<file path="src/cmoc_pkg.sv">
// Overview of operation
// Integrate sense voltage continuously into charge
// Capacity step equals 3.57 uVh
// Time-to-empty in minutes for three loads
// Current is 5.12 s window average
// Recalibrate offset periodically without host action
// Flag set while calibration runs
// Full calibration freezes derived values except basics
// After full reset quick cal, hold 40 s
// Quick cal: settle sample, then offset sample
// Control bit 0 early adopts first sample
// User offset command; external offset added
// Drop accumulations below magnitude threshold
// Threshold counts steps of 4.9 uV
// Zero threshold disables the filter
// Offset-corrected voltage compared to thresholds
// Threshold forces capacity to 6.25% or empty
// Temperature adjusts compensation and self-discharge
// Sleep when communication lines are low
// Checksum failure: clear data, flag inaccurate
// Clear flag after offset applied
package cmoc_pkg;

	// ****************************************
	// Timing
	// ****************************************
	localparam longint unsigned CLK_KHZ  = 200000; // 200 MHz
	localparam longint unsigned WIN_MS   = 5120;   // 5.12 s window
	localparam longint unsigned QCAL_MS  = 1280;   // 1.28 s quick sample
	localparam longint unsigned HOLD_MS  = 40000;  // 40 s hold-off
	localparam longint unsigned RECAL_MS = 60000;  // Recalibration period
	localparam longint unsigned SD_MS    = 1000;   // Self-discharge tick
	localparam longint unsigned SMP_US   = 1000;   // Converter sample period
	localparam int              TW       = 34;
	localparam longint unsigned WIN_CYC   = WIN_MS * CLK_KHZ;
	localparam longint unsigned QCAL_CYC  = QCAL_MS * CLK_KHZ;
	localparam longint unsigned HOLD_CYC  = HOLD_MS * CLK_KHZ;
	localparam longint unsigned RECAL_CYC = RECAL_MS * CLK_KHZ;
	localparam longint unsigned SD_CYC    = SD_MS * CLK_KHZ;
	localparam longint unsigned WIN_SMP   = WIN_MS * 1000 / SMP_US;
	localparam longint unsigned QCAL_SMP  = QCAL_MS * 1000 / SMP_US;
	localparam logic [31:0] WIN_RECIP  = 32'((64'h1 << 32) / WIN_SMP);
	localparam logic [31:0] QCAL_RECIP = 32'((64'h1 << 32) / QCAL_SMP);

	// ****************************************
	// Scaling
	// ****************************************
	localparam longint unsigned CAP_UVH_X100 = 357;  // 3.57 uVh
	localparam longint unsigned LSB_NV       = 4900; // 4.9 uV per count
	// 1000 nV per uV times 3.6e9 us per hour; sized to stay out of 32 bits
	localparam longint unsigned NVUS_PER_UVH = 64'd3600000000 * 64'd1000;
	localparam logic signed [31:0] CAP_STEP =
		32'(CAP_UVH_X100 * NVUS_PER_UVH / 100 / (LSB_NV * SMP_US));
	localparam logic [15:0] TTE_K     = 16'(CAP_UVH_X100 * 60000 / LSB_NV);
	localparam logic [7:0]  TTE_DEN_K = 8'h64; // Scale of TTE_K
	localparam int          EDV1_SHIFT = 4;    // 6.25 % = 1/16
	localparam int          COLD_SHIFT = 3;
	localparam logic [15:0] SD_WARM   = 16'h0002;
	localparam logic [15:0] SD_COLD   = 16'h0001;

	// ****************************************
	// Host control register
	// ****************************************
	localparam logic [7:0] CTRL_ADDR     = 8'h00;
	localparam logic [7:0] CTRL_RST      = 8'h00;
	localparam int         CTRL_FAST_BIT = 0;
	localparam int         CTRL_UOFS_BIT = 1;

	typedef enum logic [2:0] {
		ST_BOOT   = 3'b000,
		ST_SETTLE = 3'b001,
		ST_QUICK  = 3'b010,
		ST_IDLE   = 3'b011,
		ST_FULL   = 3'b100
	} cmoc_state_t;

	typedef struct packed {
		logic [15:0]        retained_cap;
		logic signed [15:0] ext_offset;
		logic [15:0]        filt_thresh;
		logic [15:0]        volt_offset;
		logic [15:0]        edv1_thresh;
		logic [15:0]        edvf_thresh;
		logic signed [15:0] temp_comp;
		logic [15:0]        design_cap;
		logic [15:0]        standby_load;
		logic [15:0]        at_rate;
	} cmoc_cfg_t;

	typedef struct packed {
		logic [15:0]        capacity;
		logic [15:0]        comp_capacity;
		logic signed [15:0] current;
		logic [15:0]        voltage;
		logic signed [15:0] temperature;
		logic signed [15:0] user_offset;
	} cmoc_res_t;

	typedef struct packed {
		logic [15:0] standby;
		logic [15:0] measured;
		logic [15:0] at_rate;
	} cmoc_tte_t;

endpackage : cmoc_pkg

</file>
<file path="src/cmoc_core.sv">
`timescale 1ns/1ps
`default_nettype none
module cmoc_core #(
	parameter logic [cmoc_pkg::TW-1:0] P_WIN_CYC   =
		cmoc_pkg::TW'(cmoc_pkg::WIN_CYC),
	parameter logic [cmoc_pkg::TW-1:0] P_QCAL_CYC  =
		cmoc_pkg::TW'(cmoc_pkg::QCAL_CYC),
	parameter logic [cmoc_pkg::TW-1:0] P_HOLD_CYC  =
		cmoc_pkg::TW'(cmoc_pkg::HOLD_CYC),
	parameter logic [cmoc_pkg::TW-1:0] P_RECAL_CYC =
		cmoc_pkg::TW'(cmoc_pkg::RECAL_CYC),
	parameter logic [cmoc_pkg::TW-1:0] P_SD_CYC    =
		cmoc_pkg::TW'(cmoc_pkg::SD_CYC)
) (
	input  wire logic                sys_clk,
	input  wire logic                rst_n,
	input  wire logic                checksum_ok,
	input  wire logic                conv_valid,
	input  wire logic signed [15:0]  conv_data,
	input  wire logic                volt_valid,
	input  wire logic [15:0]         volt_data,
	input  wire logic                temp_valid,
	input  wire logic signed [15:0]  temp_data,
	input  wire cmoc_pkg::cmoc_cfg_t cfg,
	input  wire logic                link_level,
	input  wire logic                reg_wr,
	input  wire logic [7:0]          reg_addr,
	input  wire logic [7:0]          reg_wdata,
	output var  logic [7:0]          reg_rdata,
	output var  logic                calibration_in_progress_flag,
	output var  logic                cal_short,
	output var  logic                cap_inaccurate,
	output var  logic                edv1_flag,
	output var  logic                edvf_flag,
	output var  logic                sleep,
	output var  cmoc_pkg::cmoc_res_t res,
	output var  cmoc_pkg::cmoc_tte_t tte
);

	// ****************************************
	// Calibration scheduler
	// ****************************************
	cmoc_pkg::cmoc_state_t  state;
	logic [cmoc_pkg::TW-1:0] ph_cnt;
	logic [cmoc_pkg::TW-1:0] ph_len;
	logic                    ph_end;
	logic signed [31:0]      cal_sum;
	logic signed [15:0]      offset;
	logic                    first_hold;
	logic [7:0]              host_control;
	logic signed [16:0]      corr;
	logic [16:0]             mag;
	logic                    keep;

	function automatic logic signed [15:0] avg(
		input logic signed [31:0] s,
		input logic [31:0]        r
	);
		logic signed [63:0] p;
		p = 64'(s) * $signed(64'(r));
		return p[47:32];
	endfunction : avg

	// Phase length depends on what the scheduler is waiting for
	always_comb begin
		unique case (state)
			cmoc_pkg::ST_SETTLE,
			cmoc_pkg::ST_QUICK: ph_len = P_QCAL_CYC;
			cmoc_pkg::ST_IDLE:  ph_len = first_hold ? P_HOLD_CYC : P_RECAL_CYC;
			default:            ph_len = P_WIN_CYC;
		endcase
		ph_end = (ph_cnt == ph_len - 1'b1);
	end

	// Offset sampling sequence; samples are raw, the input is shorted
	always_ff @(posedge sys_clk) begin
		if (!rst_n) begin
			state      <= cmoc_pkg::ST_BOOT;
			ph_cnt     <= '0;
			cal_sum    <= '0;
			offset     <= '0;
			first_hold <= 1'b0;
		end else begin
			ph_cnt <= ph_end ? '0 : ph_cnt + 1'b1;
			if (conv_valid)
				cal_sum <= cal_sum + 32'(conv_data);
			unique case (state)
				cmoc_pkg::ST_BOOT: begin
					ph_cnt     <= '0;
					cal_sum    <= '0;
					first_hold <= !checksum_ok;
					state      <= checksum_ok ? cmoc_pkg::ST_FULL
						: cmoc_pkg::ST_SETTLE;
				end
				cmoc_pkg::ST_SETTLE: if (ph_end) begin
					cal_sum <= '0;
					if (host_control[cmoc_pkg::CTRL_FAST_BIT]) begin
						offset <= avg(cal_sum, cmoc_pkg::QCAL_RECIP);
						state  <= cmoc_pkg::ST_IDLE;
					end else
						state <= cmoc_pkg::ST_QUICK;
				end
				cmoc_pkg::ST_QUICK: if (ph_end) begin
					offset <= avg(cal_sum, cmoc_pkg::QCAL_RECIP);
					state  <= cmoc_pkg::ST_IDLE;
				end
				cmoc_pkg::ST_IDLE: begin
					cal_sum <= '0;
					if (ph_end)
						state <= cmoc_pkg::ST_FULL;
				end
				cmoc_pkg::ST_FULL: if (ph_end) begin
					offset     <= avg(cal_sum, cmoc_pkg::WIN_RECIP);
					first_hold <= 1'b0;
					state      <= cmoc_pkg::ST_IDLE;
				end
				default: state <= cmoc_pkg::ST_BOOT;
			endcase
		end
	end

	// Flag follows the state, so it drops only after the new offset lands
	always_ff @(posedge sys_clk) begin
		if (!rst_n) begin
			calibration_in_progress_flag <= 1'b0;
			cal_short                    <= 1'b0;
		end else begin
			calibration_in_progress_flag <= state == cmoc_pkg::ST_SETTLE
				|| state == cmoc_pkg::ST_QUICK
				|| state == cmoc_pkg::ST_FULL;
			cal_short <= state == cmoc_pkg::ST_SETTLE
				|| state == cmoc_pkg::ST_QUICK || state == cmoc_pkg::ST_FULL;
		end
	end

	// ****************************************
	// Host control register and user offset
	// ****************************************
	logic               uofs_busy;
	logic [cmoc_pkg::TW-1:0] uofs_cnt;
	logic signed [31:0] uofs_sum;
	logic               uofs_done;

	assign uofs_done = uofs_busy && uofs_cnt == P_WIN_CYC - 1'b1;

	// Host write of the command bit wins over the hardware clear
	always_ff @(posedge sys_clk) begin
		if (!rst_n) begin
			host_control <= cmoc_pkg::CTRL_RST;
			reg_rdata    <= '0;
		end else begin
			if (reg_wr && reg_addr == cmoc_pkg::CTRL_ADDR)
				host_control <= reg_wdata;
			else if (uofs_done)
				host_control[cmoc_pkg::CTRL_UOFS_BIT] <= 1'b0;
			reg_rdata <= (reg_addr == cmoc_pkg::CTRL_ADDR) ? host_control
				: '0;
		end
	end

	// One window of internally corrected samples gives the board offset
	always_ff @(posedge sys_clk) begin
		if (!rst_n) begin
			uofs_busy       <= 1'b0;
			uofs_cnt        <= '0;
			uofs_sum        <= '0;
			res.user_offset <= '0;
		end else if (!uofs_busy) begin
			uofs_busy <= host_control[cmoc_pkg::CTRL_UOFS_BIT];
			uofs_cnt  <= '0;
			uofs_sum  <= '0;
		end else begin
			uofs_cnt <= uofs_cnt + 1'b1;
			if (conv_valid)
				uofs_sum <= uofs_sum + 32'(conv_data - offset);
			if (uofs_done) begin
				uofs_busy       <= 1'b0;
				res.user_offset <= avg(uofs_sum, cmoc_pkg::WIN_RECIP);
			end
		end
	end

	// ****************************************
	// Charge integration and magnitude filter
	// ****************************************
	// Internal and board offsets are both removed before filtering
	always_comb begin
		corr = 17'(conv_data) - 17'(offset) - 17'(cfg.ext_offset);
		mag  = corr[16] ? 17'(-corr) : corr;
		keep = (cfg.filt_thresh == '0) ? (corr != '0)
			: (mag >= 17'(cfg.filt_thresh));
	end

	logic signed [31:0]      fine;
	logic [cmoc_pkg::TW-1:0] sd_cnt;
	logic                    sd_tick;
	logic [15:0]             cap;
	logic [15:0]             edv1_cap;

	assign sd_tick  = sd_cnt == P_SD_CYC - 1'b1;
	assign cap      = res.capacity;
	assign edv1_cap = cfg.design_cap >> cmoc_pkg::EDV1_SHIFT;

	// Fine accumulator carries the fraction of one capacity step
	always_ff @(posedge sys_clk) begin
		if (!rst_n) begin
			fine           <= '0;
			sd_cnt         <= '0;
			res.capacity   <= '0;
			cap_inaccurate <= 1'b0;
		end else if (state == cmoc_pkg::ST_BOOT) begin
			res.capacity   <= checksum_ok ? cfg.retained_cap : '0;
			cap_inaccurate <= !checksum_ok;
		end else begin
			sd_cnt <= sd_tick ? '0 : sd_cnt + 1'b1;
			if (conv_valid && keep)
				fine <= fine + 32'(corr);
			else if (fine >= cmoc_pkg::CAP_STEP) begin
				fine         <= fine - cmoc_pkg::CAP_STEP;
				res.capacity <= cap + 1'b1;
			end else if (fine <= -cmoc_pkg::CAP_STEP) begin
				fine         <= fine + cmoc_pkg::CAP_STEP;
				res.capacity <= (cap == '0) ? cap : cap - 1'b1;
			end else if (sd_tick) begin
				// Warm cells lose charge faster
				res.capacity <= (cap < cmoc_pkg::SD_WARM) ? '0
					: cap - ((res.temperature >= cfg.temp_comp)
					? cmoc_pkg::SD_WARM : cmoc_pkg::SD_COLD);
			end
			if (edvf_flag)
				res.capacity <= '0;
			else if (edv1_flag && cap > edv1_cap)
				res.capacity <= edv1_cap;
		end
	end

	// ****************************************
	// Current window, voltage and temperature
	// ****************************************
	logic [cmoc_pkg::TW-1:0] win_cnt;
	logic signed [31:0]      cur_sum;
	logic                    win_end;
	logic                    frozen;

	assign win_end = win_cnt == P_WIN_CYC - 1'b1;
	assign frozen  = state == cmoc_pkg::ST_FULL;

	// Current is only refreshed once per window, never mid-window
	always_ff @(posedge sys_clk) begin
		if (!rst_n) begin
			win_cnt     <= '0;
			cur_sum     <= '0;
			res.current <= '0;
		end else begin
			win_cnt <= win_end ? '0 : win_cnt + 1'b1;
			if (win_end) begin
				cur_sum <= '0;
				if (!frozen)
					res.current <= avg(cur_sum, cmoc_pkg::WIN_RECIP);
			end else if (conv_valid)
				cur_sum <= cur_sum + 32'(corr);
		end
	end

	// Voltage, temperature and compensated capacity run through calibration
	always_ff @(posedge sys_clk) begin
		if (!rst_n) begin
			res.voltage       <= '0;
			res.temperature   <= '0;
			res.comp_capacity <= '0;
			edv1_flag         <= 1'b0;
			edvf_flag         <= 1'b0;
		end else begin
			if (volt_valid) begin
				res.voltage <= volt_data - cfg.volt_offset;
				edv1_flag   <= volt_data - cfg.volt_offset
					<= cfg.edv1_thresh;
				edvf_flag   <= volt_data - cfg.volt_offset
					<= cfg.edvf_thresh;
			end
			if (temp_valid)
				res.temperature <= temp_data;
			// Cold cells deliver less; derate by a fixed fraction
			res.comp_capacity <= (res.temperature < cfg.temp_comp)
				? cap - (cap >> cmoc_pkg::COLD_SHIFT) : cap;
		end
	end

	// Link held low means the host is gone
	always_ff @(posedge sys_clk) begin
		if (!rst_n)
			sleep <= 1'b0;
		else
			sleep <= !link_level;
	end

	// ****************************************
	// Time-to-empty divider
	// ****************************************
	// One shared serial divider, three loads in turn, 33 cycles each
	logic        dv_busy;
	logic [1:0]  dv_sel;
	logic [5:0]  dv_bit;
	logic [31:0] dv_num;
	logic [31:0] dv_quo;
	logic [32:0] dv_rem;
	logic [32:0] dv_try;
	logic [31:0] dv_den;
	logic [15:0] load;
	logic [15:0] dv_res;

	always_comb begin
		unique case (dv_sel)
			2'h0:    load = cfg.standby_load;
			2'h1:    load = res.current[15] ? 16'(-res.current) : '0;
			default: load = cfg.at_rate;
		endcase
		dv_den = 32'(load) * 32'(cmoc_pkg::TTE_DEN_K);
		dv_try = {dv_rem[31:0], dv_num[31]};
		// Zero load yields all ones, which saturates to the top value
		dv_res = (dv_quo[31:16] != '0) ? 16'hffff : dv_quo[15:0];
	end

	always_ff @(posedge sys_clk) begin
		if (!rst_n) begin
			dv_busy <= 1'b0;
			dv_sel  <= '0;
			dv_bit  <= '0;
			dv_num  <= '0;
			dv_quo  <= '0;
			dv_rem  <= '0;
			tte     <= '0;
		end else if (!dv_busy) begin
			dv_sel <= '0;
			dv_bit <= '0;
			dv_rem <= '0;
			dv_num <= 32'(res.comp_capacity) * 32'(cmoc_pkg::TTE_K);
			dv_busy <= win_end && !frozen;
		end else if (frozen) begin
			// A calibration began mid-divide: drop it so tte stays put
			dv_busy <= 1'b0;
		end else begin
			dv_bit <= dv_bit + 1'b1;
			dv_num <= {dv_num[30:0], 1'b0};
			if (dv_try >= 33'(dv_den)) begin
				dv_rem <= dv_try - 33'(dv_den);
				dv_quo <= {dv_quo[30:0], 1'b1};
			end else begin
				dv_rem <= dv_try;
				dv_quo <= {dv_quo[30:0], 1'b0};
			end
			if (dv_bit == 6'h20) begin
				unique case (dv_sel)
					2'h0:    tte.standby  <= dv_res;
					2'h1:    tte.measured <= dv_res;
					default: tte.at_rate  <= dv_res;
				endcase
				dv_bit  <= '0;
				dv_rem  <= '0;
				dv_num  <= 32'(res.comp_capacity) * 32'(cmoc_pkg::TTE_K);
				dv_sel  <= dv_sel + 1'b1;
				dv_busy <= dv_sel != 2'h2;
			end
		end
	end
endmodule : cmoc_core
`default_nettype wire

</file>
<file path="config.mk">
export PLATFORM = sky130hd
export DESIGN_NAME = cmoc_core
export DESIGN_NICKNAME = d
export VERILOG_FILES = /design/src/cmoc_pkg.sv /design/src/cmoc_core.sv
export SDC_FILE = /design/constraint.sdc
export NUM_CORES = 2
export LEC_CHECK = 0
export BUFFER_PORTS_ARGS = -buffer_cell sky130_fd_sc_hd__buf_2
export CAP_MARGIN = 30
export CORE_ASPECT_RATIO = 1.75
export CORE_MARGIN = 1
export CORE_UTILIZATION = 55
export CTS_BUF_LIST = sky130_fd_sc_hd__clkbuf_4
export CTS_CLUSTER_SIZE = 12
export DETAILED_ROUTE_END_ITERATION = 16
export PLACE_DENSITY = 0.81
export SETUP_SLACK_MARGIN = 0.05
export SLEW_MARGIN = 10
export SYNTH_ARGS = -nofsm -noshare
export SYNTH_HDL_FRONTEND = slang
export SYNTH_SLANG_ARGS = --single-unit
</file>
<file path="constraint.sdc">
create_clock -name sys_clk -period 8.4 [get_ports sys_clk]
set_clock_uncertainty 0.1 [all_clocks]
set_input_delay 0.84 -clock sys_clk [delete_from_list [all_inputs] [get_ports sys_clk]]
set_output_delay 0.84 -clock sys_clk [all_outputs]
set_load 0.05 [all_outputs]
</file>
==> results.cfg <==
[route]
dr.first_iter.drc_count = 3675
ant_nets = 0
routed_via_density = 5.71
drc = 0
dr.pass1.iters = 7
vias = 65200
wl_per_cell_um = 19.4
wl_mm = 222

[synth]
synthArstFlopShare_pct = 0
avgSynthCellArea_um2 = 8.59
yosys_warnings = 0
synth-edff-count = 0
yosysUniqueCellTypes = 83
synth-seq-area-share_pct = 14.4
synth_nets = 11300
synth-main-ff-cell = dfxtp_1
synthCells = 8990
ys_seq_elements = 555
syn_area_mm2 = 0.0772

[global_routing]
grt_first_pass_wirelength_mm = 354
grt_pass1_vias = 69800
grt_antenna_before_repair = 5
grt.overflow.total = 0
track_usage_pct = 31.4
grt_max_degree = 110

[timing]
min_period_ps = 7980
max_freq_mhz = 125
tightest_slew_ps = 1120
setup-tns-final_ps = 0
hold_viol = 0
min_period_over_period_pct = 95.0
slew_viol_final = 0
setup_violations = 0
timing.slew.headroom_pct = 25.2
rsz0062_at_grt = no

[final_layout]
fillers = 11700
nets = 11800
post-route-util_pct = 60.5
seqCellArea_mm2 = 0.0111
layout_common_cells = inv_1 (1988), ha_1 (1089), fa_1 (970), nor2_1 (712), dfxtp_1 (554)
multi_input_area_mm2 = 0.0579
areaGrowthSynthToFinish_pct = 9.01
final_common_cell = inv_1
drive_above_1_share_pct = 8.28

[hold_path]
hp-class = in -> reg
hold_depth = 4
worstHoldStart = conv_data[0]
min_to = cal_sum[0]

[floorplan]
core_area_mm2 = 0.139
die_area_mm2 = 0.142
ioPinCount = 390
start_util_pct = 55.5
dieHeight_um = 498
chipWidth_um = 285
num_rows = 181

[clocking]
root_buffer = clkbuf_4
cts_buffer_depth = 3
cts_max_level = 4
path_clk_slew_ps = 70
cts_made_buffers = 146
clkLatencyLatePin_ps = 1160
cts.sinks = 555
cts_setup_buffers = 0
cts_tree = done

[status]
outcome = finished clean

[flow_run]
maxCapViolCount = 0

[worst_setup_path]
required_ps = 9360
arrival_ps = 8940
cp_max_fo = 7
cp-end-kind = flop
r2r-end = offset[13]
crit_type = reg -> reg
rr_startpoint = cal_sum[3]
r2r_setup_slack_ps = 420
reg2regPathDepth = 26
crit_path_start_kind = flop

[power_and_ir_drop]
p_leak_nw = 43.1
power.density_mw_per_mm2 = 389
vdd_drop_max_v = 0.00114

[place]
port_buffers = 385
gp_congestion = 1.04
dpl.hpwl_mm = 185
## through the flow
| step | hold WS [ps] | cell area [um2] | total power [mW] | setup slack (ps) | instances |
|---|---|---|---|---|---|
| 2_1_floorplan | 318 | 77200 | 22.4 | 1140 | 8990 |
| 3_3_place_gp | 326 | 81500 | 28.9 | 632 | 11100 |
| 3_5_place_dp | 336 | 81600 | 29.9 | 539 | 11100 |
| 4_1_cts | 11.8 | 84100 | 32.7 | 538 | 11400 |
| 5_1_grt | 94.7 | 84200 | 36.2 | 55.7 | 11400 |
| 6_report | 133 | 84200 | 32.7 | 424 | 11400 |
## kinds of logic (layout without fill, tap and decap cells)
group / Yosys count / in the layout / synth area share, %
DFF: 555 / 555 / 14.4
and+or+nand+nor: 2032 / 2032 / 12.2
xor gates and xnor gates: 472 / 472 / 5.35
muxes: 130 / 130 / 1.69
adders and majority gates: 2059 / 2059 / 42.8
AOI/OAI and AO/OA: 1533 / 1533 / 12.8
other: 0 / 4 / 0
buffers and inverters: 2209 / 2813 / 10.8
## cells in the mapped netlist, types with 12 or more instances
cell type     n  share of area, %
nand3b_1     12              0.12
nand4_1      81              0.66
clkbuf_1    182              0.88
o21ai_0     297               1.9
a221o_1      13              0.17
o21bai_1     42              0.41
buf_1        22              0.11
a211o_1      13              0.15
dfxtp_1     555                14
o211ai_1     27              0.26
mux2i_1     125               1.6
nor3_1      100              0.65
inv_1      1989               9.7
a21boi_0     21              0.20
nor2_1      715               3.5
and2_1       38              0.31
a221oi_1     19              0.22
a311oi_1     37              0.42
a211oi_1    119               1.2
or4_1        14              0.14
o31ai_1      27              0.26
nor4_1       49              0.40
xor2_1      202               2.3
a21o_1      142               1.4
xnor2_1     270               3.1
nand3_1     194               1.3
or3_1        61              0.49
a22oi_1      20              0.19
a31oi_1      38              0.31
or2_2        25              0.20
nor2b_1      54              0.44
and3_1       79              0.64
nand2b_1     59              0.48
and4_1       14              0.16
o22ai_1      35              0.28
fa_1        970                25
nand2_1     512               2.5
o21a_1       62              0.60
a21oi_1     467               3.0
o31a_1       13              0.15
ha_1       1089                18
o221ai_1     12              0.14
## metal layers
| metal | up-vias | global-route usage (%) | part of all wire, % |
|---|---|---|---|
| met5 | - | 0 | 0.014 |
| met3 | 1011 | 5.43 | 5.7 |
| met1 | 31500 | 30.1 | 33 |
| met4 | 2 | 25.1 | 9.2 |
| li1 | 30300 | - | - |
| met2 | 2347 | 58.2 | 52 |
## worst max-delay path, stage by stage (launching register included)
cell and delay [ps]:
dfxtp_1 520, ha_1 450, fa_1 520, fa_1 530
inv_1 60, fa_1 540, inv_1 80, fa_1 550
inv_1 60, fa_1 570, inv_1 70, fa_1 490
ha_1 350, nand3_1 100, or3_1 420, nor4_1 240
a2bb2oi_1 300, o41ai_1 120, buf_4 190, a21boi_0 280
a311oi_1 140, buf_4 170, o31ai_1 460, buf_4 200
xor2_1 140, a21oi_1 80, a211oi_1 230
## registers in the layout, indices dropped and copies added (netlist names), 32 cells and up
signal and count:
dv_quo 32, sd_cnt 34, tte 48, win_cnt 34, res 80, dv_num 32
dv_rem 32, ph_cnt 34, uofs_sum 32, uofs_cnt 34, fine 32, cur_sum 32
cal_sum 32
## cell type report
cell class | instances | share of cell area [%]
antenna | 4 | 0.0119
clock buffer | 193 | 1.72
clock inverter | 63 | 0.529
inverter | 1992 | 8.89
multi-input combinational | 6226 | 68.8
sequential | 555 | 13.2
tap | 1830 | 2.72
timing repair buffer | 565 | 4.16
## report_power, final
part | total, mW | switching (mW) | internal (mW) | leakage [nW]
clock | 2.55 | 1.33 | 1.22 | 1.09
sequential | 3.39 | 0.502 | 2.89 | 4.50
combinational | 26.8 | 16.0 | 10.8 | 37.5
## worst max-delay path by stage
stage / from / end / cells past startpoint
global placement: dv_sel[1] / dv_rem[28] / 35
global route: cal_sum[3] / offset[13] / 26
floorplan: res[48] / dv_rem[28] / 32
detailed placement: cal_sum[3] / offset[13] / 26
finish: cal_sum[3] / offset[13] / 26
CTS: cal_sum[3] / offset[13] / 26
## timing repair
action / CTS / global route
hold endpoints to repair: 48 / 0
setup endpoints to repair: 0 / 3
gates resized for setup: 0 / 1
hold buffers: 60 / 0
No activity file was read; power rests on OpenSTA's default activity.
